$ cat src/core/rsc_cfg.svh
// register offsets, reset values, command and result codes, timing figures
// assumes includers compare these against 6-bit addresses and 8-bit data
`ifndef RSC_CFG_SVH
`define RSC_CFG_SVH

`define RSC_OFF_STATUS        6'h01
`define RSC_OFF_STATE_CMD     6'h02
`define RSC_OFF_CTRL_ONE      6'h04
`define RSC_OFF_EXT_CTRL      6'h17

`define RSC_RST_CTRL_ONE      8'h20
`define RSC_RST_EXT_CTRL      8'h00
`define RSC_RST_CMD           5'h00
`define RSC_RST_RESULT        3'h0
`define RSC_EXT_CTRL_WR_MASK  8'hF6

`define RSC_CMD_NOP           5'h00
`define RSC_CMD_TX_START      5'h02
`define RSC_CMD_FORCED_OFF    5'h03
`define RSC_CMD_FORCED_SYNTH  5'h04
`define RSC_CMD_RX_ON         5'h06
`define RSC_CMD_OFF           5'h08
`define RSC_CMD_SYNTH_ON      5'h09
`define RSC_CMD_AACK_ON       5'h16
`define RSC_CMD_ARET_ON       5'h19

`define RSC_RES_SUCCESS       3'h0
`define RSC_RES_PENDING       3'h1
`define RSC_RES_WAIT_ACK      3'h2
`define RSC_RES_MEDIUM_BUSY   3'h3
`define RSC_RES_NO_ACK        3'h5
`define RSC_RES_INVALID       3'h7

`define RSC_CLK_PERIOD_NS     100
`define RSC_SYMBOL_TIME_NS    16000
`define RSC_SETTLE_TIME_NS    1000

`endif

$ cat src/core/rsc_pkg.sv
// types shared by the radio state and command block
// assumes nothing beyond a SystemVerilog compiler
package rsc_pkg;

  typedef enum logic [4:0] {
    POWER_ON                     = 5'b00000,
    BUSY_RECEIVE                 = 5'b00001,
    BUSY_TRANSMIT                = 5'b00010,
    RX_LISTEN                    = 5'b00110,
    CLOCKED_OFF                  = 5'b01000,
    SYNTH_ON                     = 5'b01001,
    SLEEP_STATE                  = 5'b01111,
    AUTO_ACK_RECEIVE_BUSY        = 5'b10001,
    AUTO_RETRY_TRANSMIT_BUSY     = 5'b10010,
    AUTO_ACK_LISTENING           = 5'b10110,
    AUTO_RETRY_READY             = 5'b11001,
    LISTENING_UNCLOCKED          = 5'b11100,
    AUTO_ACK_LISTENING_UNCLOCKED = 5'b11101,
    AUTO_ACK_BUSY_UNCLOCKED      = 5'b11110,
    TRANSITION_PENDING           = 5'b11111
  } rsc_radio_state_t;

  typedef enum logic [1:0] {
    ACT_NONE   = 2'b00,
    ACT_SETTLE = 2'b01,
    ACT_NOW    = 2'b10,
    ACT_TX     = 2'b11
  } rsc_act_kind_t;

  typedef struct packed {
    rsc_act_kind_t    kind;
    rsc_radio_state_t dest;
  } rsc_cmd_act_t;

  typedef struct packed {
    logic       wrEn;
    logic       rdEn;
    logic [5:0] addr;
    logic [7:0] wrData;
  } rsc_reg_req_t;

  typedef struct packed {
    logic       ampOutputEnable;
    logic       rxStartPinEnable;
    logic       autoFcsEnable;
    logic       receiverLowCurrentCtl;
    logic [1:0] spiCmdMode;
    logic       irqMaskMode;
    logic       irqPolarity;
  } rsc_ctrl_one_t;

  typedef struct packed {
    logic reservedHigh;
    logic listenBeforeTalkSelect;
    logic reservedTypeFilter;
    logic reservedTypeUpload;
    logic reservedThree;
    logic shortAckTurnaround;
    logic promiscuousEnable;
    logic reservedZero;
  } rsc_ext_ctrl_t;

  typedef struct packed {
    logic             channelCheckComplete;
    logic             channelCheckResult;
    logic             reservedFive;
    rsc_radio_state_t radioStateField;
  } rsc_status_t;

  typedef struct packed {
    logic [2:0] transactionResultField;
    logic [4:0] stateCommandField;
  } rsc_cmd_reg_t;

endpackage

$ cat src/core/rsc_delay_timer.sv
// one-shot delay: done pulses DELAY cycles after the start edge
// assumes start and cancel are synchronous to clk; cancel wins over start
`timescale 1ns/1ps
`default_nettype none

module rsc_delay_timer #(
  parameter int unsigned DELAY = 1,
  parameter int unsigned CNT_W = 16
)(
  input  wire logic clk,
  input  wire logic reset,
  input  wire logic start,
  input  wire logic cancel,
  output var  logic busy_ff,
  output var  logic done_ff
);

  localparam logic [CNT_W-1:0] LOAD = CNT_W'(DELAY - 1);

  logic [CNT_W-1:0] cnt_ff;
  logic [CNT_W-1:0] nxt_cnt;
  logic             nxt_busy;
  logic             nxt_done;
  wire              expire = busy_ff && (cnt_ff == '0);

  initial begin
    if (DELAY < 1 || DELAY >= (2 ** CNT_W)) begin
      $error("delay does not fit the counter");
    end
  end

  assign nxt_cnt  = start ? LOAD : (busy_ff ? cnt_ff - 1'b1 : cnt_ff);
  assign nxt_busy = !cancel && (start || (busy_ff && !expire));
  assign nxt_done = !cancel && !start && expire;

  always_ff @(posedge clk) begin
    if (reset) begin
      cnt_ff  <= '0;
      busy_ff <= 1'b0;
      done_ff <= 1'b0;
    end else begin
      cnt_ff  <= nxt_cnt;
      busy_ff <= nxt_busy;
      done_ff <= nxt_done;
    end
  end

endmodule

`default_nettype wire

$ cat src/core/rsc_top.sv
// radio state control: command field, state status, result code, controls
// assumes register requests and all event inputs are synchronous to clk
`timescale 1ns/1ps
`default_nettype none
`include "rsc_cfg.svh"

// Function
// RULE1: status field shows the present radio state
// RULE2: extended state codes arise only in extended mode
// RULE3: host waits while a transition is pending
// RULE4: no register access while asleep
// RULE5: command write starts the encoded transition
// RULE6: auto ack and retry commands need extended mode
// RULE7: command field resets to no operation
// RULE8: transmission begins one symbol after start
// RULE9: forced synth-on refused in unclocked states
// RULE10: trigger pin rising edge starts some transitions
// RULE11: host confirms transitions by reading status
// RULE12: read-only result field in bits 7:5
// RULE13: result resets zero, procedures start at invalid
// RULE14: result holds until next frame transmission
// RULE15: host pulses trigger pin for slotted ack
// RULE16: ack with pending bit reports result one
// RULE17: auto checksum enable resets to one
// RULE18: first control register field layout, all writable
// RULE19: extended control layout, bits 3,0 read zero
// RULE20: status carries channel check done and result
// RULE21: reserved command codes leave state unchanged
module rsc_top
  import rsc_pkg::*;
#(
  parameter int unsigned SYMBOL_NS = `RSC_SYMBOL_TIME_NS,
  parameter int unsigned SETTLE_NS = `RSC_SETTLE_TIME_NS,
  parameter int unsigned CLK_NS    = `RSC_CLK_PERIOD_NS
)(
  input  wire logic             clk,
  input  wire logic             reset,
  input  wire rsc_reg_req_t     regReq,
  output var  logic [7:0]       regRdData_ff,
  output var  logic             regRdValid_ff,
  input  wire logic             sleepTriggerPin,
  input  wire logic             extendedModeEnable,
  input  wire logic             rxFrameStart,
  input  wire logic             rxFrameEnd,
  input  wire logic             txFrameEnd,
  input  wire logic             aretAckRcvd,
  input  wire logic             ackFramePending,
  input  wire logic             aretNoAck,
  input  wire logic             aretCcaFail,
  input  wire logic             aackReport,
  input  wire logic [2:0]       aackResult,
  input  wire logic             ccaStart,
  input  wire logic             ccaDone,
  input  wire logic             ccaIdle,
  output var  rsc_radio_state_t radioState_ff,
  output var  rsc_ctrl_one_t    ctrlOne_ff,
  output var  rsc_ext_ctrl_t    extCtrl_ff,
  output var  logic             txFrameBegin_ff,
  output var  logic             ackSlotGo_ff
);

  localparam int TMR_W      = 16;
  localparam int SYMBOL_CYC = int'((SYMBOL_NS + CLK_NS - 1) / CLK_NS);
  localparam int SETTLE_CYC = int'((SETTLE_NS + CLK_NS - 1) / CLK_NS);
  // the begin pulse is launched by the edge SYMBOL_CYC after the command
  localparam int TX_LAG     = SYMBOL_CYC + 1;

  initial begin
    if (SYMBOL_CYC < 1 || SETTLE_CYC < 1 || CLK_NS == 0) begin
      $error("timing figures must give at least one cycle");
    end
  end

  // unclocked states cannot take a forced synth-on, nor can a move to them
  function automatic logic clockedSt(input rsc_radio_state_t st);
    clockedSt = !(st inside {POWER_ON, SLEEP_STATE, LISTENING_UNCLOCKED,
                             AUTO_ACK_LISTENING_UNCLOCKED,
                             AUTO_ACK_BUSY_UNCLOCKED});
  endfunction

  function automatic rsc_cmd_act_t decodeCmd(
    input logic [4:0]       cmd,
    input rsc_radio_state_t st,
    input rsc_radio_state_t tgt,
    input logic             ext
  );
    rsc_cmd_act_t a;
    logic         idleSt;
    logic         clkOk;
    a      = '{kind: ACT_NONE, dest: st};
    idleSt = st inside {CLOCKED_OFF, SYNTH_ON, RX_LISTEN,
                        AUTO_ACK_LISTENING, AUTO_RETRY_READY};
    clkOk  = clockedSt(st) && !(st == TRANSITION_PENDING && !clockedSt(tgt));
    case (cmd)
      `RSC_CMD_TX_START: begin
        if (st == SYNTH_ON) begin
          a = '{kind: ACT_TX, dest: BUSY_TRANSMIT};
        end else if (st == AUTO_RETRY_READY) begin
          a = '{kind: ACT_TX, dest: AUTO_RETRY_TRANSMIT_BUSY};
        end
      end
      `RSC_CMD_FORCED_OFF: begin
        if (clkOk) begin
          a = '{kind: ACT_NOW, dest: CLOCKED_OFF};
        end
      end
      `RSC_CMD_FORCED_SYNTH: begin
        if (clkOk && st != POWER_ON) begin // RULE9
          a = '{kind: ACT_NOW, dest: SYNTH_ON};
        end
      end
      `RSC_CMD_RX_ON: begin
        if (idleSt) begin
          a = '{kind: ACT_SETTLE, dest: RX_LISTEN};
        end
      end
      `RSC_CMD_OFF: begin
        if (idleSt || st == POWER_ON) begin
          a = '{kind: ACT_SETTLE, dest: CLOCKED_OFF};
        end
      end
      `RSC_CMD_SYNTH_ON: begin
        if (idleSt) begin
          a = '{kind: ACT_SETTLE, dest: SYNTH_ON};
        end
      end
      `RSC_CMD_AACK_ON: begin
        if (idleSt && ext) begin // RULE6 RULE2
          a = '{kind: ACT_SETTLE, dest: AUTO_ACK_LISTENING};
        end
      end
      `RSC_CMD_ARET_ON: begin
        if (idleSt && ext) begin // RULE6 RULE2
          a = '{kind: ACT_SETTLE, dest: AUTO_RETRY_READY};
        end
      end
      default: a = '{kind: ACT_NONE, dest: st}; // RULE21
    endcase
    decodeCmd = a;
  endfunction

  rsc_radio_state_t target_ff;
  rsc_radio_state_t nxtState;
  rsc_radio_state_t nxtTarget;
  logic [4:0]       cmdField_ff;
  logic [2:0]       resultField_ff;
  logic [2:0]       nxt_result;
  logic             ccaDoneFlag_ff;
  logic             ccaResult_ff;
  logic             pinPrev_ff;
  logic             settleGo;
  logic             txGo;
  logic             cancel;
  logic             settleDone;
  logic             ackSlot;

  // the radio refuses the host interface while asleep
  wire accessOk  = radioState_ff != SLEEP_STATE; // RULE4
  wire rdTaken   = accessOk && regReq.rdEn;
  wire wrTaken   = accessOk && regReq.wrEn;
  wire cmdWrite  = wrTaken && regReq.addr == `RSC_OFF_STATE_CMD;
  wire ctrlWrite = wrTaken && regReq.addr == `RSC_OFF_CTRL_ONE;
  wire extWrite  = wrTaken && regReq.addr == `RSC_OFF_EXT_CTRL;
  wire pinRise   = sleepTriggerPin && !pinPrev_ff;
  wire pinFall   = !sleepTriggerPin && pinPrev_ff;
  wire aretEnd   = aretAckRcvd || aretNoAck || aretCcaFail;
  wire aackBusy  = radioState_ff inside {AUTO_ACK_RECEIVE_BUSY,
                                         AUTO_ACK_BUSY_UNCLOCKED};

  rsc_cmd_act_t cmdAct;
  assign cmdAct = decodeCmd(regReq.wrData[4:0], radioState_ff, target_ff,
                            extendedModeEnable); // RULE5

  wire cmdEffective = cmdWrite && cmdAct.kind != ACT_NONE;
  wire aretStart = txGo && nxtState == AUTO_RETRY_TRANSMIT_BUSY;
  wire aackStart = rxFrameStart && !cmdEffective &&
                   radioState_ff inside {AUTO_ACK_LISTENING,
                                         AUTO_ACK_LISTENING_UNCLOCKED};

  // status and command words assembled for reads
  rsc_status_t  statusWord;
  rsc_cmd_reg_t cmdWord;
  assign statusWord = '{channelCheckComplete: ccaDoneFlag_ff, // RULE20
                        channelCheckResult:   ccaResult_ff,
                        reservedFive:         1'b0,
                        radioStateField:      radioState_ff}; // RULE1
  assign cmdWord = '{transactionResultField: resultField_ff, // RULE12
                     stateCommandField:      cmdField_ff};

  wire [7:0] rdMux =
    (regReq.addr == `RSC_OFF_STATUS)    ? statusWord :
    (regReq.addr == `RSC_OFF_STATE_CMD) ? cmdWord :
    (regReq.addr == `RSC_OFF_CTRL_ONE)  ? ctrlOne_ff :
    (regReq.addr == `RSC_OFF_EXT_CTRL)  ? extCtrl_ff : 8'h00;

  // a pending transition ignores ordinary commands; only forced ones cut in
  always_comb begin
    nxtState  = radioState_ff;
    nxtTarget = target_ff;
    settleGo  = 1'b0;
    txGo      = 1'b0;
    cancel    = 1'b0;
    ackSlot   = 1'b0;
    if (cmdEffective) begin
      case (cmdAct.kind)
        ACT_SETTLE: begin
          nxtState  = TRANSITION_PENDING;
          nxtTarget = cmdAct.dest;
          settleGo  = 1'b1;
        end
        ACT_TX: begin
          nxtState = cmdAct.dest;
          txGo     = 1'b1;
        end
        default: begin
          nxtState = cmdAct.dest;
          cancel   = 1'b1;
        end
      endcase
    end else begin
      case (radioState_ff)
        TRANSITION_PENDING: if (settleDone) nxtState = target_ff;
        CLOCKED_OFF: if (pinRise) begin // RULE10
          nxtState  = TRANSITION_PENDING;
          nxtTarget = SLEEP_STATE;
          settleGo  = 1'b1;
        end
        SLEEP_STATE: if (pinFall) begin
          nxtState  = TRANSITION_PENDING;
          nxtTarget = CLOCKED_OFF;
          settleGo  = 1'b1;
        end
        SYNTH_ON: if (pinRise) begin // RULE10
          nxtState = BUSY_TRANSMIT;
          txGo     = 1'b1;
        end
        AUTO_RETRY_READY: if (pinRise) begin // RULE10
          nxtState = AUTO_RETRY_TRANSMIT_BUSY;
          txGo     = 1'b1;
        end
        RX_LISTEN: begin
          if (rxFrameStart) nxtState = BUSY_RECEIVE;
          else if (pinRise) nxtState = LISTENING_UNCLOCKED; // RULE10
        end
        LISTENING_UNCLOCKED: begin
          if (rxFrameStart) nxtState = BUSY_RECEIVE;
          else if (pinFall) nxtState = RX_LISTEN;
        end
        BUSY_RECEIVE: if (rxFrameEnd) nxtState = RX_LISTEN;
        BUSY_TRANSMIT: if (txFrameEnd) nxtState = SYNTH_ON;
        AUTO_ACK_LISTENING: begin
          if (rxFrameStart) nxtState = AUTO_ACK_RECEIVE_BUSY;
          else if (pinRise) nxtState = AUTO_ACK_LISTENING_UNCLOCKED;
        end
        AUTO_ACK_LISTENING_UNCLOCKED: begin
          if (rxFrameStart) nxtState = AUTO_ACK_BUSY_UNCLOCKED;
          else if (pinFall) nxtState = AUTO_ACK_LISTENING;
        end
        AUTO_ACK_RECEIVE_BUSY, AUTO_ACK_BUSY_UNCLOCKED: begin
          // a slotted ack waits for the host's pin pulse at the slot edge
          if (pinRise && resultField_ff == `RSC_RES_WAIT_ACK) begin // RULE15
            ackSlot  = 1'b1;
            nxtState = AUTO_ACK_LISTENING;
          end else if (aackReport && aackResult != `RSC_RES_WAIT_ACK) begin
            nxtState = (radioState_ff == AUTO_ACK_RECEIVE_BUSY) ?
                       AUTO_ACK_LISTENING : AUTO_ACK_LISTENING_UNCLOCKED;
          end
        end
        AUTO_RETRY_TRANSMIT_BUSY: if (aretEnd) nxtState = AUTO_RETRY_READY;
        default: nxtState = radioState_ff;
      endcase
    end
  end

  // result changes only at procedure start, a wait-ack report or procedure end, so it holds till the next retry tx or auto-ack frame reception
  assign nxt_result =
    (aretStart || aackStart) ? `RSC_RES_INVALID : // RULE13 RULE14
    (radioState_ff == AUTO_RETRY_TRANSMIT_BUSY && !cancel && aretAckRcvd) ?
      (ackFramePending ? `RSC_RES_PENDING : `RSC_RES_SUCCESS) : // RULE16
    (radioState_ff == AUTO_RETRY_TRANSMIT_BUSY && !cancel && aretNoAck) ?
      `RSC_RES_NO_ACK :
    (radioState_ff == AUTO_RETRY_TRANSMIT_BUSY && !cancel && aretCcaFail) ?
      `RSC_RES_MEDIUM_BUSY :
    (aackBusy && !cancel && aackReport) ? aackResult :
    ackSlot ? `RSC_RES_SUCCESS : resultField_ff;

  rsc_delay_timer #(.DELAY(SETTLE_CYC), .CNT_W(TMR_W)) u_settle (
    .clk     (clk),
    .reset   (reset),
    .start   (settleGo),
    .cancel  (cancel),
    .busy_ff (),
    .done_ff (settleDone)
  );

  rsc_delay_timer #(.DELAY(SYMBOL_CYC), .CNT_W(TMR_W)) u_symbol (
    .clk     (clk),
    .reset   (reset),
    .start   (txGo),
    .cancel  (cancel),
    .busy_ff (),
    .done_ff (txFrameBegin_ff) // RULE8
  );

  always_ff @(posedge clk) begin
    if (reset) begin
      radioState_ff  <= POWER_ON;
      target_ff      <= POWER_ON;
      resultField_ff <= `RSC_RST_RESULT; // RULE13
      pinPrev_ff     <= 1'b0;
      ackSlotGo_ff   <= 1'b0;
    end else begin
      radioState_ff  <= nxtState;
      target_ff      <= nxtTarget;
      resultField_ff <= nxt_result;
      pinPrev_ff     <= sleepTriggerPin;
      ackSlotGo_ff   <= ackSlot;
    end
  end

  always_ff @(posedge clk) begin
    if (reset) begin
      cmdField_ff <= `RSC_RST_CMD; // RULE7
      ctrlOne_ff  <= `RSC_RST_CTRL_ONE; // RULE17
      extCtrl_ff  <= `RSC_RST_EXT_CTRL;
    end else begin
      if (cmdWrite) cmdField_ff <= regReq.wrData[4:0];
      if (ctrlWrite) ctrlOne_ff <= regReq.wrData; // RULE18
      if (extWrite) extCtrl_ff <= regReq.wrData & `RSC_EXT_CTRL_WR_MASK; // RULE19
    end
  end

  // a completion in the same cycle as a new check keeps the flag set
  always_ff @(posedge clk) begin
    if (reset) begin
      ccaDoneFlag_ff <= 1'b0;
      ccaResult_ff   <= 1'b0;
      regRdData_ff   <= 8'h00;
      regRdValid_ff  <= 1'b0;
    end else begin
      ccaDoneFlag_ff <= ccaDone || (ccaDoneFlag_ff && !ccaStart); // RULE20
      if (ccaDone) ccaResult_ff <= ccaIdle;
      regRdValid_ff <= rdTaken;
      if (rdTaken) regRdData_ff <= rdMux;
    end
  end

  a_sleep_no_read: assert property (@(posedge clk) disable iff (reset) // RULE4
    radioState_ff == SLEEP_STATE |=> !regRdValid_ff)
    else $error("register answered while asleep");
  a_status_reads: assert property (@(posedge clk) disable iff (reset) // RULE1
    rdTaken && regReq.addr == `RSC_OFF_STATUS |=>
      regRdValid_ff && regRdData_ff[4:0] == $past(radioState_ff))
    else $error("status read does not show the radio state");
  a_cmd_reset: assert property (@(posedge clk) // RULE7
    reset |=> cmdField_ff == `RSC_RST_CMD && resultField_ff == `RSC_RST_RESULT)
    else $error("command or result not cleared by reset");
  a_fcs_reset: assert property (@(posedge clk) // RULE17
    reset |=> ctrlOne_ff.autoFcsEnable && !ctrlOne_ff.ampOutputEnable)
    else $error("first control register reset value wrong");
  a_tx_one_symbol: assert property (@(posedge clk) disable iff (reset || cancel) // RULE8
    txGo |-> ##TX_LAG txFrameBegin_ff)
    else $error("transmission did not begin one symbol after start");
  a_ext_cmd_gate: assert property (@(posedge clk) disable iff (reset) // RULE6
    cmdWrite && !extendedModeEnable &&
    regReq.wrData[4:0] inside {`RSC_CMD_AACK_ON, `RSC_CMD_ARET_ON}
      |=> radioState_ff == $past(radioState_ff))
    else $error("extended command accepted outside extended mode");
  a_reserved_cmd: assert property (@(posedge clk) disable iff (reset) // RULE21
    cmdWrite && !(regReq.wrData[4:0] inside {`RSC_CMD_NOP, `RSC_CMD_TX_START,
      `RSC_CMD_FORCED_OFF, `RSC_CMD_FORCED_SYNTH, `RSC_CMD_RX_ON, `RSC_CMD_OFF,
      `RSC_CMD_SYNTH_ON, `RSC_CMD_AACK_ON, `RSC_CMD_ARET_ON})
      |=> $stable(radioState_ff))
    else $error("reserved command changed the state");
  a_forced_synth_bad: assert property (@(posedge clk) disable iff (reset) // RULE9
    cmdWrite && regReq.wrData[4:0] == `RSC_CMD_FORCED_SYNTH &&
    !clockedSt(radioState_ff) |=> radioState_ff == $past(radioState_ff))
    else $error("forced synth-on taken in an unclocked state");
  a_aret_invalid: assert property (@(posedge clk) disable iff (reset) // RULE13
    aretStart |=> resultField_ff == `RSC_RES_INVALID &&
                  radioState_ff == AUTO_RETRY_TRANSMIT_BUSY)
    else $error("retry procedure did not start at invalid");
  a_pending_ack: assert property (@(posedge clk) disable iff (reset) // RULE16
    radioState_ff == AUTO_RETRY_TRANSMIT_BUSY && !cmdEffective &&
    aretAckRcvd && ackFramePending |=>
      resultField_ff == `RSC_RES_PENDING && radioState_ff == AUTO_RETRY_READY)
    else $error("pending ack not reported as result one");
  a_ext_reserved: assert property (@(posedge clk) disable iff (reset) // RULE19
    extWrite |=> !extCtrl_ff.reservedThree && !extCtrl_ff.reservedZero)
    else $error("reserved extended control bits set");

  c_tx_start: cover property (@(posedge clk) disable iff (reset)
    txGo ##[1:300] txFrameBegin_ff);
  c_aret_pending: cover property (@(posedge clk) disable iff (reset)
    aretStart ##[1:500] resultField_ff == `RSC_RES_PENDING);
  c_sleep_entry: cover property (@(posedge clk) disable iff (reset)
    radioState_ff == CLOCKED_OFF && pinRise ##[1:50] radioState_ff == SLEEP_STATE);
  c_slot_ack: cover property (@(posedge clk) disable iff (reset)
    ackSlotGo_ff);

endmodule

`default_nettype wire

$ cat config.mk
export PLATFORM = sky130hd
export DESIGN_NAME = rsc_top
export DESIGN_NICKNAME = d
export VERILOG_FILES = /design/src/core/rsc_pkg.sv /design/src/core/rsc_delay_timer.sv /design/src/core/rsc_top.sv
export VERILOG_INCLUDE_DIRS = /design/src /design/src/core
export SDC_FILE = /design/constraint.sdc
export NUM_CORES = 1
export LEC_CHECK = 0
export BUFFER_PORTS_ARGS = -buffer_cell sky130_fd_sc_hd__buf_4
export CORE_MARGIN = 2
export CORE_UTILIZATION = 45
export DETAILED_ROUTE_END_ITERATION = 8
export PLACE_DENSITY = 0.64
export REMOVE_ABC_BUFFERS = 1
export SYNTH_ARGS = -nofsm -noshare
export SYNTH_HDL_FRONTEND = slang
export SYNTH_SLANG_ARGS = --single-unit
$ cat constraint.sdc
create_clock -name clk -period 3.2 [get_ports clk]
set_input_delay 0.16 -clock clk [delete_from_list [all_inputs] [get_ports clk]]
set_output_delay 0.16 -clock clk [all_outputs]
set_load 0.01 [all_outputs]
Word-level counts from Yosys, hierarchy flattened:

Cells that the tools add are included.

* add/sub/neg operators: 2
* equality and inequality tests: 39
* multiplexer cells: 65
* reduce and logical (&&, ||, !) cells: 73

Operators by type and width (count)
* 5-bit two-way mux: 24
* 5-bit == test, second input constant: 14
* 5-bit one-hot mux with 13 select lines: 1
* 7-bit one-hot mux with 8 select lines: 1
* 8-bit two-way mux: 6
* 1-bit logical AND: 34
* 16-bit logical NOT: 2
* 16-bit by 1-bit subtractor with 16-bit output, second input constant: 2
* 5-bit by 4-bit == test with 1-bit output, second input constant: 6
* 6-bit two-way mux: 5
* 7-bit two-way mux: 4
* 5-bit nonzero test: 4
* 3-bit two-way mux: 6
* 5-bit by 2-bit == test with 1-bit output, second input constant: 3
* 5-bit by 3-bit == test with 1-bit output, second input constant: 3
* 1-bit two-way mux: 13
* 4-bit two-way mux: 3
* 1-bit logical NOT: 11
* 5-bit logical NOT: 2
* 5-bit one-hot mux with 2 select lines: 1
* 2-bit nonzero test: 5
* 2-bit OR reduction: 5
* 1-bit logical OR: 7
* 6-bit by 1-bit == test with 1-bit output, second input constant: 1
* other kinds (15): 16

* register bits after elaboration: 81
* input bits: 34
* output and inout bits: 32
* word-level logic and storage cells: 210

Longest topological paths before layout:

Gate-level depths: netlist (run 1).

* depth after elaboration: 20
* gate-level depth with buffers: 11
* gate-level depth less buffers: 8

Hierarchy:

From an unflattened synthesis (run 1), not the netlist that was laid out.

* cell total of the unflattened synthesis: 597
* area, all modules: 4803.4 um2

By module, submodules not included
* rsc_top: times used 1, cells an instance 415, area an instance 3144.3 um2
* rsc_delay_timer (u_symbol): times used 1, cells an instance 91, area an instance 838.3 um2
* rsc_delay_timer (u_settle): times used 1, cells an instance 91, area an instance 820.8 um2

Worst setup path before layout (run 1):

Ideal clock, no wire load.

* path kind: register to register
* start: register radioState_ff[0]
* end: register target_ff[2]
* setup time: 134 ps
* arrival: 2235 ps
* data required time: 3066 ps
* setup slack: 831 ps
* cell stages (with the launch flop): 10
* path buffers: 2
* clock period less this slack: 2369 ps
* cells stage by stage: dfxtp_1 buf_2 nand3_1 o311ai_1 o21ai_0 nand2b_1 o21ai_1 buf_4 a211oi_1 a211oi_1

* cells in the longest elaborated chain, start to end: 11
* elaborated cells between the ends (all ways): 45

Ends and longest elaborated chain
* start: declaration: RTL line rsc_top.sv:55 `output var rsc_radio_state_t radioState_ff,`
* start signal: assignment: RTL line rsc_top.sv:313 `radioState_ff <= nxtState;`
* 5-bit by 4-bit == test with 1-bit output (tied with other cells): RTL line rsc_top.sv:76, rsc_top.sv:221
* 5-bit nonzero test / 1-bit logical AND (equally long branches): RTL line rsc_top.sv:76, rsc_top.sv:93
* 1-bit logical NOT (on tied branches): RTL line rsc_top.sv:76, rsc_top.sv:93
* 1-bit logical AND: RTL line rsc_top.sv:93 `clkOk = clockedSt(st) && !(st == TRANSITION_PENDING && !clockedSt(tgt));`
* 1-bit logical AND: RTL line rsc_top.sv:108 `if (clkOk && st != POWER_ON) begin`
* 7-bit two-way mux: RTL line rsc_top.sv:108
* 7-bit one-hot mux with 8 select lines: RTL line rsc_top.sv:94 `case (cmd)`
* 2-bit nonzero test: RTL line rsc_top.sv:174 `wire cmdEffective = cmdWrite && cmdAct.kind != ACT_NONE;`
* 1-bit logical AND: RTL line rsc_top.sv:174
* 3-bit inequality test (no line) (tied with other cells)
* 4-bit AND reduction (no line)
* end signal: assignment: RTL line rsc_top.sv:314 `target_ff <= nxtTarget;`
* end: declaration: RTL line rsc_top.sv:142 `rsc_radio_state_t target_ff;`

Several ways; a longest one is shown, not always the timed one. The select of a mux whose other input is x is not followed.
A chain may end at the register's enable or synchronous reset.

Worst setup path after layout (run 1):

* start: register radioState_ff[0]
* end: register resultField_ff[2]

* cells in the longest elaborated chain, start to end: 19
* elaborated cells between the ends (all ways): 95

Ends and longest elaborated chain
* 5-bit by 4-bit == test with 1-bit output (tied with other cells): RTL line rsc_top.sv:76, rsc_top.sv:221
* 5-bit nonzero test / 1-bit logical AND (equally long branches): RTL line rsc_top.sv:76, rsc_top.sv:93
* 1-bit logical NOT (on tied branches): RTL line rsc_top.sv:76, rsc_top.sv:93
* 1-bit logical AND: RTL line rsc_top.sv:93
* 1-bit logical AND: RTL line rsc_top.sv:108
* 7-bit two-way mux: RTL line rsc_top.sv:108
* 7-bit one-hot mux with 8 select lines: RTL line rsc_top.sv:94
* 2-bit by 1-bit == test with 1-bit output / 2-bit == test (equally long branches): RTL line rsc_top.sv:205 `case (cmdAct.kind)`
* [... 2 more ...]
* 1-bit two-way mux: RTL line rsc_top.sv:204 `if (cmdEffective) begin`
* 1-bit logical NOT
* 1-bit logical AND (2 in a row): RTL line rsc_top.sv:284 `(aackBusy && !cancel && aackReport) ? aackResult :`
* 3-bit two-way mux: RTL line rsc_top.sv:284
* 3-bit two-way mux: RTL line rsc_top.sv:282 `(radioState_ff == AUTO_RETRY_TRANSMIT_BUSY && !cancel && aretCcaFail) ?`
* 3-bit two-way mux: RTL line rsc_top.sv:280 `(radioState_ff == AUTO_RETRY_TRANSMIT_BUSY && !cancel && aretNoAck) ?`
* 3-bit two-way mux: RTL line rsc_top.sv:278 `(radioState_ff == AUTO_RETRY_TRANSMIT_BUSY && !cancel && aretAckRcvd) ?`
* 3-bit two-way mux: RTL line rsc_top.sv:277 `` (aretStart || aackStart) ? `RSC_RES_INVALID : ``
* end signal: assignment: RTL line rsc_top.sv:309 `` resultField_ff <= `RSC_RST_RESULT; ``
* end signal: assignment: RTL line rsc_top.sv:315 `resultField_ff <= nxt_result;`
* end: declaration: RTL line rsc_top.sv:146 `logic [2:0] resultField_ff;`

Several ways; a longest one is shown, not always the timed one.

==> results of run 1 <==
==> cell usage after synthesis, types with 7 or more instances <==
cell type / number
a31oi_1: 7
xnor2_1: 23
mux2i_1: 15
o21ai_0: 23
a22oi_1: 15
dfxtp_1: 81
a211oi_1: 7
nor2b_1: 13
nand3_1: 18
nor4_1: 11
nand2b_1: 14
nand2_1: 40
nor2_1: 97
nor3_1: 17
a21oi_1: 34
clkbuf_1: 23
inv_1: 19
==> metal layers <==
layer  track usage, %  vias to the layer above
li1                 -                     2205
met1            29.61                     2095
met2            35.67                      159
met3            5.490                       17
met4            4.381                        0
met5                0                        -
==> stage by stage <==
step	std cells	hold slack [ns]	power [mW]	utilization (%)	area, um^2
2_1_floorplan	544	0.2291	1.570	-	4424
3_3_place_gp	758	0.3842	1.835	52.94	5199
3_5_place_dp	758	0.3958	1.839	52.94	5199
4_1_cts	773	0.03449	2.501	54.68	5369
5_1_grt	773	0.05345	2.638	54.68	5369
6_report	773	0.04818	2.490	54.68	5369
==> sequential cells by signal, indices dropped and copies added, names as in the netlist <==
signal and count:
u_settle.done_ff 1, cmdField_ff 5, u_settle.cnt_ff 16, resultField_ff 3, u_symbol.done_ff 1, regRdData_ff 8
extCtrl_ff 6, u_symbol.busy_ff 1, pinPrev_ff 1, ccaDoneFlag_ff 1, target_ff 5, ctrlOne_ff 8
u_symbol.cnt_ff 16, ackSlotGo_ff 1, radioState_ff 5, regRdValid_ff 1, ccaResult_ff 1, u_settle.busy_ff 1
==> worst reg2reg max path, stage by stage (launching register included) <==
cell and delay (ns):
dfxtp_1 0.53, buf_4 0.30, nor2_1 0.08, o21ai_0 0.20, a21oi_1 0.13, a31oi_1 0.41, nor2_2 0.14, nor4b_1 0.51
o31a_1 0.26, a21oi_1 0.08
==> logic make-up (layout without fill, tap and decap cells) <==
logic type / count (synthesis) / count (layout) / synth area share [%]
other cells: 1 / 2 / 0.08178
mux: 16 / 16 / 3.520
compound gates: 140 / 140 / 21.39
fa+ha+maj: 2 / 2 / 0.5456
buf+inv: 53 / 115 / 5.157
xor+xnor: 29 / 29 / 5.539
flops: 81 / 81 / 35.36
simple gates: 255 / 255 / 28.40
==> how the worst min path moves through the flow <==
stage	start	slack, ns	endpoint
floorplan	reset	0.23	radioState_ff[2]$_SDFF_PP0_
global placement	ccaDone	0.38	ccaDoneFlag_ff$_SDFF_PP0_
detailed placement	ccaDone	0.40	ccaDoneFlag_ff$_SDFF_PP0_
CTS	ccaDone	0.03	ccaDoneFlag_ff$_SDFF_PP0_
global route	regReq[7]	0.05	extCtrl_ff[7]$_SDFFE_PP0P_
finish	ccaDone	0.05	ccaDoneFlag_ff$_SDFF_PP0_
==> power groups by stage <==
stage / sequential [mW] / combinational (mW) / clock (mW)
floorplan: 1.18 / 0.389 / 0
global placement: 1.16 / 0.679 / 0
detailed placement: 1.16 / 0.681 / 0
CTS: 1.13 / 0.684 / 0.682
global route: 1.15 / 0.768 / 0.723
finish: 1.14 / 0.694 / 0.660
==> layout make-up <==
cell class	instances	area, um^2	share of cell area, %
timing repair buffer	81	608.1	11.33
inverter	19	71.32	1.328
sequential	81	1622	30.20
multi-input combinational	444	2731	50.87
clock inverter	4	28.78	0.5360
tap	133	166.4	3.100
clock buffer	11	141.4	2.633
==> run_results.csv, run 1 <==
group,metric,value,unit
floorplan,fp-row-count,36,
layout,fillers,958,
routing,vias,4476,
clock_tree,path_clk_slew,0.08,ns
global_routing,grt_pass1_vias,4073,
synth,synthCells,577,
synth,synthTopCellsByArea,"dfxtp_1, nor2_1, xnor2_1",
global_routing,antenna_found_initial,0,
layout,drive_above_1_share,17.50,%
worst_setup_path,worstPathArrival,2.99,ns
clock_tree,cts_root_buffer,"clkbuf_8",
routing,final_antenna_net_count,0,
worst_setup_path,timing.rr.start,"radioState_ff[0]$_SDFF_PP0_",
placement,hpwlAfterDp,9068,um
clock_tree,cts_htree_levels,3,
routing,topRoutingLayerUsed,"met4",
worst_setup_path,cpPeakStageDelay,0.53,ns
worst_setup_path,critical_path.slowest_cell,"dfxtp_1",
timing,fin_crit_sh,87.02,%
floorplan,start_util,46.70,%
worst_setup_path,endpoint,"resultField_ff[2]$_SDFFE_PP0P_",
placement,gp_congestion,0.9487,
synth,yosys.area.top_type,"dfxtp_1",
routing,wl_met2,5736,um
layout,final_cell_mix,"nor2_1, dfxtp_1, buf_4, nand2_1, a21oi_1",
timing,rsz0062_at_grt,"false",
synth,synthArstFlopShare,0,%
layout,final_common_cell,"nor2_1",
timing,tightest_slew,0.6494,ns
floorplan,fp.dieW,104.9,um
power_and_ir_drop,swShare,33.24,%
timing,max_freq,0.3591,GHz
timing,slew_viol_final,0,
layout,nNetsFinal,672,
routing,drc,0,
clock_tree,cts-resized-gates,0,
clock_tree,clkLatencyLatePin,0.35,ns
clock_tree,tritoncts,"built",
clock_tree,clockBufferDepth,2,
synth,ys_types,75,
worst_setup_path,r2r_cells,9,
worst_setup_path,worstPathCellList,"buf_4, nor2_1, o21ai_0, a21oi_1, a31oi_1, nor2_2, nor4b_1, o31a_1, a21oi_1",
timing,fin_tns_setup,0,ns
routing,vias_per_cell,5.790,
timing,relSlewSlack,56.09,%
power_and_ir_drop,p_comb_share,27.9,%
worst_setup_path,cp.depth,9,
timing,worst_slack,0.4153,ns
synth,syn_area,0.004586,mm^2
worst_setup_path,startpoint_type,"flop",
placement,portBuffers,63,
floorplan,die_y,104.9,um
timing,final_hold_viol_count,0,
timing,setup_viol,0,
routing,wl,12210,um
status,status,"completed",
flow_run,maxCapViolCount,0,
worst_setup_path,crit_type,"flop to flop",
routing,wl_met1,5608,um
layout,n_antenna_cell,0,
clock_tree,cts_sinks,81,
synth,ys_seq_elements,81,
routing,drtIter0Drc,319,
routing,wl_per_cell,15.80,um
routing,wl_met3,714,um
hold_path,whs_path_depth,3,
global_routing,grt_use_total,21.95,%
routing,drt-pass1-iter-count,5,
power_and_ir_drop,power.share.clock,26.5,%
worst_setup_path,worst_setup_path_end_kind,"flop",
power_and_ir_drop,leakagePower,2.123,nW
worst_setup_path,crit_start,"radioState_ff[0]$_SDFF_PP0_",
worst_setup_path,crit_buf_inv,1,
floorplan,die_area,0.01101,mm^2
worst_setup_path,reg2reg_slack,0.42,ns
synth,synth_top_area_share,35.36,%
synth,ys_seq_area_share,35.36,%
global_routing,grt_pass1_wl,19990,um
worst_setup_path,worst_r2r_endpoint,"resultField_ff[2]$_SDFFE_PP0P_",
worst_setup_path,cp_max_fo,19,
timing,period_minus_slack,2.785,ns
clock_tree,post-cts-setup-buffer-count,0,
power_and_ir_drop,p_switching,0.8278,mW
synth,yosysWarningCount,0,
power_and_ir_drop,irDropWorstVdd,0.2433,mV
clock_tree,ctsHoldBuffers,0,
power_and_ir_drop,cellPowerDensity,463.8,mW/mm^2
clock_tree,cts_made_buffers,9,
synth,avgSynthCellArea,7.947,um^2
floorplan,io_pins,66,
hold_path,hp-class,"primary input to flop",
worst_setup_path,crit_top_cell,"a21oi_1",
timing,finalClockSkew,0.008462,ns
power_and_ir_drop,seqPwrFrac,45.6,%
placement,place_ws,0.5017,ns
global_routing,grt_overflow,0,
power_and_ir_drop,intPower,1.662,mW
layout,area_growth,17.08,%
global_routing,grt_max_degree,56,
floorplan,coreArea,0.009819,mm^2
synth,synth_ff_type,"dfxtp_1",
synth,synth-edff-count,0,
worst_setup_path,worstPathRequired,3.40,ns
worst_setup_path,cp_top_family,"compound AO/OA/AOI/OAI gates",
No activity file was read; power rests on OpenSTA's default activity.
==> run 2: changes to the inputs <==
- ABC_AREA: default -> 1
- BUFFER_PORTS_ARGS: -buffer_cell sky130_fd_sc_hd__buf_4 -> default
- DONT_BUFFER_PORTS: default -> 1
- PLACE_DENSITY: 0.64 -> 0.59
==> run 2 against run 1 <==
Effect of this change:
- die area rose by 6.2%
- sequential share of layout area grew 0.38 points
- flip-flop and latch count is the same
- wire length is 12% higher
- critical path type unchanged
- synthesized cell count rose by 26%
- fmax increased by 1.5%
- non-clock buffer count is 61 lower
- area after synthesis is 6.4% higher
- via count is 7.7% higher
- combinational power increased by 0.7%
==> run_results.csv, run 2 <==
group,metric,value,unit
floorplan,die_area,0.01170,mm^2
power_and_ir_drop,total_power,2.552,mW
clock_tree,cts_htree_levels,3,
timing,max_freq,0.3646,GHz
timing,slew_viol_final,0,
worst_setup_path,worst_r2r_endpoint,"u_symbol.done_ff$_SDFF_PP0_",
clock_tree,clkLatencyLatePin,0.37,ns
worst_setup_path,startpoint_type,"flop",
layout,final_common_cell,"nand2_1",
clock_tree,clockBufferDepth,2,
synth,synth_top_area_share,33.22,%
synth,syn_area,0.004881,mm^2
synth,ys_types,48,
global_routing,grt_pass1_vias,4670,
power_and_ir_drop,cellPowerDensity,481.2,mW/mm^2
worst_setup_path,r2r_cells,14,
hold_path,hold_start,"regReq[4]",
timing,holdWs,0.02473,ns
synth,avgSynthCellArea,6.705,um^2
layout,final_cell_mix,"nand2_1, inv_1, nor2_1, dfxtp_1, o21ai_0",
worst_setup_path,cp_max_fo,11,
floorplan,fp-row-count,38,
timing,final_hold_viol_count,0,
floorplan,fp.dieW,108.1,um
status,status,"completed",
placement,placed_cell_area,0.005004,mm^2
clock_tree,tritoncts,"built",
layout,n_antenna_cell,0,
routing,final_antenna_net_count,0,
layout,area_growth,8.639,%
synth,synthCells,728,
routing,drc,0,
synth,synth_common_cells,"nand2_1, inv_1, nor2_1, dfxtp_1, o21ai_0",
floorplan,coreArea,0.01070,mm^2
layout,stdcell_area,0.005303,mm^2
power_and_ir_drop,leakagePower,2.387,nW
clock_tree,cts_made_buffers,9,
timing,fin_crit_sh,85.71,%
layout,nNetsFinal,780,
floorplan,start_util,45.63,%
hold_path,min_to,"extCtrl_ff[4]$_SDFFE_PP0P_",
worst_setup_path,reg2reg_slack,0.46,ns
synth,ys_seq_area_share,33.22,%
synth,yosysWarningCount,0,
global_routing,grt_use_total,24.63,%
floorplan,die_y,108.1,um
synth,synth_ff_type,"dfxtp_1",
layout,fillers,1138,
worst_setup_path,worstPathRequired,3.46,ns
placement,gp_congestion,0.9843,
placement,dp.cells,861,
clock_tree,path_clk_slew,0.09,ns
routing,vias_per_cell,5.421,
global_routing,grt_overflow,0,
layout,drive_above_1_share,12.02,%
routing,wl,13710,um
routing,vias,4819,
timing,relSlewSlack,42.00,%
clock_tree,cts_root_buffer,"clkbuf_8",
routing,drt-pass1-iter-count,5,
global_routing,antenna_found_initial,0,
timing,tightest_slew,0.8668,ns
placement,hpwlAfterDp,10620,um
global_routing,grt_pass1_wl,22570,um
layout,stdcell_count,889,
clock_tree,cts-resized-gates,0,
synth,synthTopCellsByArea,"dfxtp_1, nand2_1, inv_1",
synth,synthArstFlopShare,0,%
floorplan,io_pins,66,
routing,drtIter0Drc,329,
routing,wl_per_cell,15.42,um
timing,fin_tns_setup,0,ns
worst_setup_path,crit_type,"flop to flop",
synth,synth-edff-count,0,
timing,rsz0062_at_grt,"false",
worst_setup_path,timing.rr.start,"radioState_ff[0]$_SDFF_PP0_",
timing,finalClockSkew,0.01114,ns
global_routing,grt_max_degree,35,
hold_path,whs_path_depth,2,
timing,period_minus_slack,2.743,ns
flow_run,maxCapViolCount,0,
power_and_ir_drop,irDropWorstVdd,0.2175,mV
hold_path,hp-class,"primary input to flop",
worst_setup_path,worst_setup_path_end_kind,"flop",
layout,reg.largest.list,"u_settle.cnt_ff (16), u_symbol.cnt_ff (16)",
synth,yosys.area.top_type,"dfxtp_1",
clock_tree,cts_sinks,81,
timing,setup_viol,0,
placement,portBuffers,0,
synth,synth_most_common_cell,"nand2_1",
worst_setup_path,worstPathArrival,3.00,ns
synth,ys_seq_elements,81,
## run 2: changes by cell type in the layout (fill, tap and decap cells not counted), moves of 12 or more
cell           change
buf_4             -73
dlygate4sd3_1     +12
inv_1             +76
nand3_1           +31
mux2i_1           -15
nand2_1          +101
a21oi_1           +13
a22oi_1           -15
o21ai_0           +35
nand2b_1          -14
nor2_2            +14
xnor2_1           -16
nor2b_1           -13
## run 2: kinds of logic (layout without fill, tap and decap cells)
family / after synthesis / in the layout / share of synthesized area, %
compound gates: 145 / 145 / 17.53
xor+xnor: 14 / 14 / 2.512
fa+ha+maj: 2 / 2 / 0.5126
buf+inv: 121 / 141 / 10.56
flops: 81 / 81 / 33.22
other cells: 1 / 2 / 0.07683
simple gates: 364 / 364 / 35.58
## run 2: repair_timing
item	CTS	global route
endpoints found under the setup margin	0	0
hold endpoints to repair	30	0
setup buffers	0	0
hold buffers	12	0
## run 2: worst max-delay path by stage
stage,from,to,slack (ns),cells after the start
final,radioState_ff[0]$_SDFF_PP0_,u_symbol.done_ff$_SDFF_PP0_,0.46,14
after global placement,radioState_ff[0]$_SDFF_PP0_,u_symbol.cnt_ff[14]$_SDFFE_PP0P_,0.53,13
after detailed placement,radioState_ff[0]$_SDFF_PP0_,u_symbol.done_ff$_SDFF_PP0_,0.49,14
after CTS,radioState_ff[0]$_SDFF_PP0_,u_symbol.done_ff$_SDFF_PP0_,0.46,14
after floorplan,radioState_ff[3]$_SDFF_PP0_,u_symbol.done_ff$_SDFF_PP0_,0.95,14
after global routing,radioState_ff[0]$_SDFF_PP0_,u_symbol.done_ff$_SDFF_PP0_,0.25,14
## run 2: area by class of cell
class / instances / area [um^2] / share of cell area (%)
multi-input combinational: 527 / 2748 / 51.82
sequential: 81 / 1622 / 30.58
inverter: 105 / 399.1 / 7.527
timing repair buffer: 20 / 180.2 / 3.398
tap: 140 / 175.2 / 3.303
clock buffer: 11 / 141.4 / 2.666
clock inverter: 5 / 37.54 / 0.7079
## run 2: per-layer routing
layer / global-route usage [%] / vias to the layer above / share of wire [%]
li1: - / 2432 / -
met1: 32.12 / 2210 / 45
met2: 39.49 / 145 / 45
met3: 5.124 / 32 / 6.6
met4: 10.53 / 0 / 2.6
met5: 0 / - / 0
## run 2: stage by stage
| stage | utilization (%) | setup slack, ns |
|---|---|---|
| after CTS | 49.57 | 0.4625 |
| after global placement | 46.77 | 0.5292 |
| after floorplan | - | 0.9518 |
| final | 49.57 | 0.4572 |
| after global routing | 49.57 | 0.2451 |
| after detailed placement | 46.77 | 0.4890 |
## run 2: critical path: stages, from the launching register on
cell and delay (ns):
dfxtp_1 0.72, inv_4 0.15, nor2_4 0.18, nand2_2 0.15, inv_2 0.13, nand2_1 0.13, nand2_1 0.11, nor2_1 0.05
nand2_2 0.13, nand2_4 0.10, nand3_2 0.09, nand2_4 0.08, inv_2 0.07, nand2_1 0.26, nor4_1 0.27
## run 2: where the power goes
part / switching, mW / internal [mW] / total (mW)
clock: 0.396 / 0.308 / 0.704
combinational: 0.465 / 0.234 / 0.699
sequential: 0.0786 / 1.07 / 1.15
total: 0.939 / 1.61 / 2.55
==> run 3: changes to the inputs <==
- HOLD_SLACK_MARGIN: default -> 0.03
==> run 3 against run 2 <==
Effect of this change:
- flip-flop and latch count is the same
- power grew 0.17%
- clock skew grew 0.0010 ns
- design area grew 0.19%
- cell count grew 0.11%
- highest routed layer unchanged
- setup slack is essentially flat
- combinational power grew 0.6%
- utilization grew 0.094 points
- register-to-register slack is essentially flat
- clock power is essentially flat
- critical path type unchanged
- first-iteration DRC count shrank 1.2%
- critical path depth is the same
==> run_results.csv, run 3 (same netlist as run 2, synthesis figures left out) <==
group,metric,value,unit
clock_tree,cts_root_buffer,"clkbuf_8",
placement,portBuffers,0,
placement,placed_cell_area,0.005004,mm^2
floorplan,die_y,108.1,um
routing,wl,13790,um
timing,period_minus_slack,2.743,ns
layout,final_common_cell,"nand2_1",
timing,fin_tns_setup,0,ns
clock_tree,post-cts-setup-buffer-count,0,
power_and_ir_drop,total_power,2.556,mW
worst_setup_path,worstPathRequired,3.46,ns
power_and_ir_drop,leakagePower,2.391,nW
global_routing,antenna_found_initial,0,
layout,final_cell_mix,"nand2_1, inv_1, nor2_1, dfxtp_1, o21ai_0",
clock_tree,tritoncts,"built",
worst_setup_path,crit_type,"flop to flop",
layout,reg.largest.list,"u_settle.cnt_ff (16), u_symbol.cnt_ff (16)",
routing,wl_per_cell,15.49,um
clock_tree,path_clk_slew,0.09,ns
placement,gp_congestion,0.9843,
routing,drtIter0Drc,325,
clock_tree,clkLatencyLatePin,0.37,ns
timing,slew_viol_final,0,
floorplan,fp.dieW,108.1,um
global_routing,grt_overflow,0,
layout,area_growth,8.844,%
global_routing,grt_pass1_wl,22560,um
routing,vias,4805,
clock_tree,cts_made_buffers,9,
global_routing,grt_use_total,24.61,%
timing,finalClockSkew,0.01216,ns
placement,hpwlAfterDp,10620,um
power_and_ir_drop,cellPowerDensity,481.1,mW/mm^2
floorplan,coreArea,0.01070,mm^2
flow_run,maxCapViolCount,0,
routing,drc,0,
hold_path,hp-class,"primary input to flop",
power_and_ir_drop,irDropWorstVdd,0.2187,mV
layout,drive_above_1_share,12.00,%
floorplan,start_util,45.63,%
floorplan,fp-row-count,38,
worst_setup_path,worstPathArrival,3.00,ns
timing,tightest_slew,0.8694,ns
clock_tree,clockBufferDepth,2,
layout,nNetsFinal,781,
clock_tree,cts_htree_levels,3,
worst_setup_path,cp_max_fo,11,
timing,relSlewSlack,41.82,%
timing,fin_crit_sh,85.72,%
layout,fillers,1139,
timing,rsz0062_at_grt,"false",
global_routing,grt_pass1_vias,4669,
timing,max_freq,0.3646,GHz
layout,stdcell_area,0.005313,mm^2
worst_setup_path,startpoint_type,"flop",
status,status,"completed",
layout,n_antenna_cell,0,
routing,drt-pass1-iter-count,5,
floorplan,die_area,0.01170,mm^2
routing,vias_per_cell,5.399,
global_routing,grt_max_degree,35,
routing,final_antenna_net_count,0,
timing,final_hold_viol_count,0,
worst_setup_path,worst_setup_path_end_kind,"flop",
timing,setup_viol,0,
floorplan,io_pins,66,
clock_tree,cts_sinks,81,
## run 3: cell count changes in the layout (fill, tap and decap cells not counted)
cell and delta:
dlygate4sd3_1 +1
## run 3: per-stage QoR
step | worst slack, ns | util, % | cells | hold slack (ns)
global placement | 0.5292 | 46.77 | 861 | 0.2350
CTS | 0.4625 | 49.57 | 889 | 0.03079
finish | 0.4569 | 49.66 | 890 | 0.03782
detailed placement | 0.4890 | 46.77 | 861 | 0.2357
floorplan | 0.9518 | - | 713 | 0.2291
global route | 0.2451 | 49.66 | 890 | 0.03274
## run 3: power breakdown
| group | switching, mW | total (mW) | internal (mW) |
|---|---|---|---|
| clock network | 0.396 | 0.704 | 0.308 |
| logic | 0.468 | 0.703 | 0.235 |
| registers | 0.0784 | 1.15 | 1.07 |
| total | 0.943 | 2.56 | 1.61 |
## run 3: final timing paths
| kind | start | depth (start not counted) | slack, ns | endpoint |
|---|---|---|---|---|
| worst max register to register | radioState_ff[0]$_SDFF_PP0_ | 14 | 0.46 | u_symbol.done_ff$_SDFF_PP0_ |
| worst max-delay path | radioState_ff[0]$_SDFF_PP0_ | 14 | 0.46 | u_symbol.done_ff$_SDFF_PP0_ |
| worst min-delay path | regReq[15] | 2 | 0.04 | cmdField_ff[2]$_SDFFE_PP0P_ |
| worst min register to register | cmdField_ff[2]$_SDFFE_PP0P_ | 2 | 0.48 | cmdField_ff[2]$_SDFFE_PP0P_ |
## run 3: repair_timing
item	CTS	global route
hold buffers	12	1
hold endpoints to repair	31	1
gates resized for setup	0	0
## run 3: worst max-delay path: stages (launching register included)
cell and delay (ns):
dfxtp_1 0.72, inv_4 0.16, nor2_4 0.18, nand2_2 0.15
inv_2 0.12, nand2_1 0.13, nand2_1 0.11, nor2_1 0.05
nand2_2 0.13, nand2_4 0.10, nand3_2 0.10, nand2_4 0.08
inv_2 0.07, nand2_1 0.26, nor4_1 0.27
## run 3: final cells by class
type	count	area [um^2]	area share, %
Multi-Input combinational cell	527	2748	51.72
Clock buffer	11	141.4	2.661
Timing Repair Buffer	21	190.2	3.580
Inverter	105	399.1	7.513
Tap cell	140	175.2	3.297
Clock inverter	5	37.54	0.7065
Sequential cell	81	1622	30.52
## run 3: routing by layer
layer | GRT usage (%) | routed length [um]
met1 | 32.08 | 6252
met2 | 39.49 | 6267
met3 | 5.124 | 904
met4 | 10.53 | 362
met5 | 0 | 0
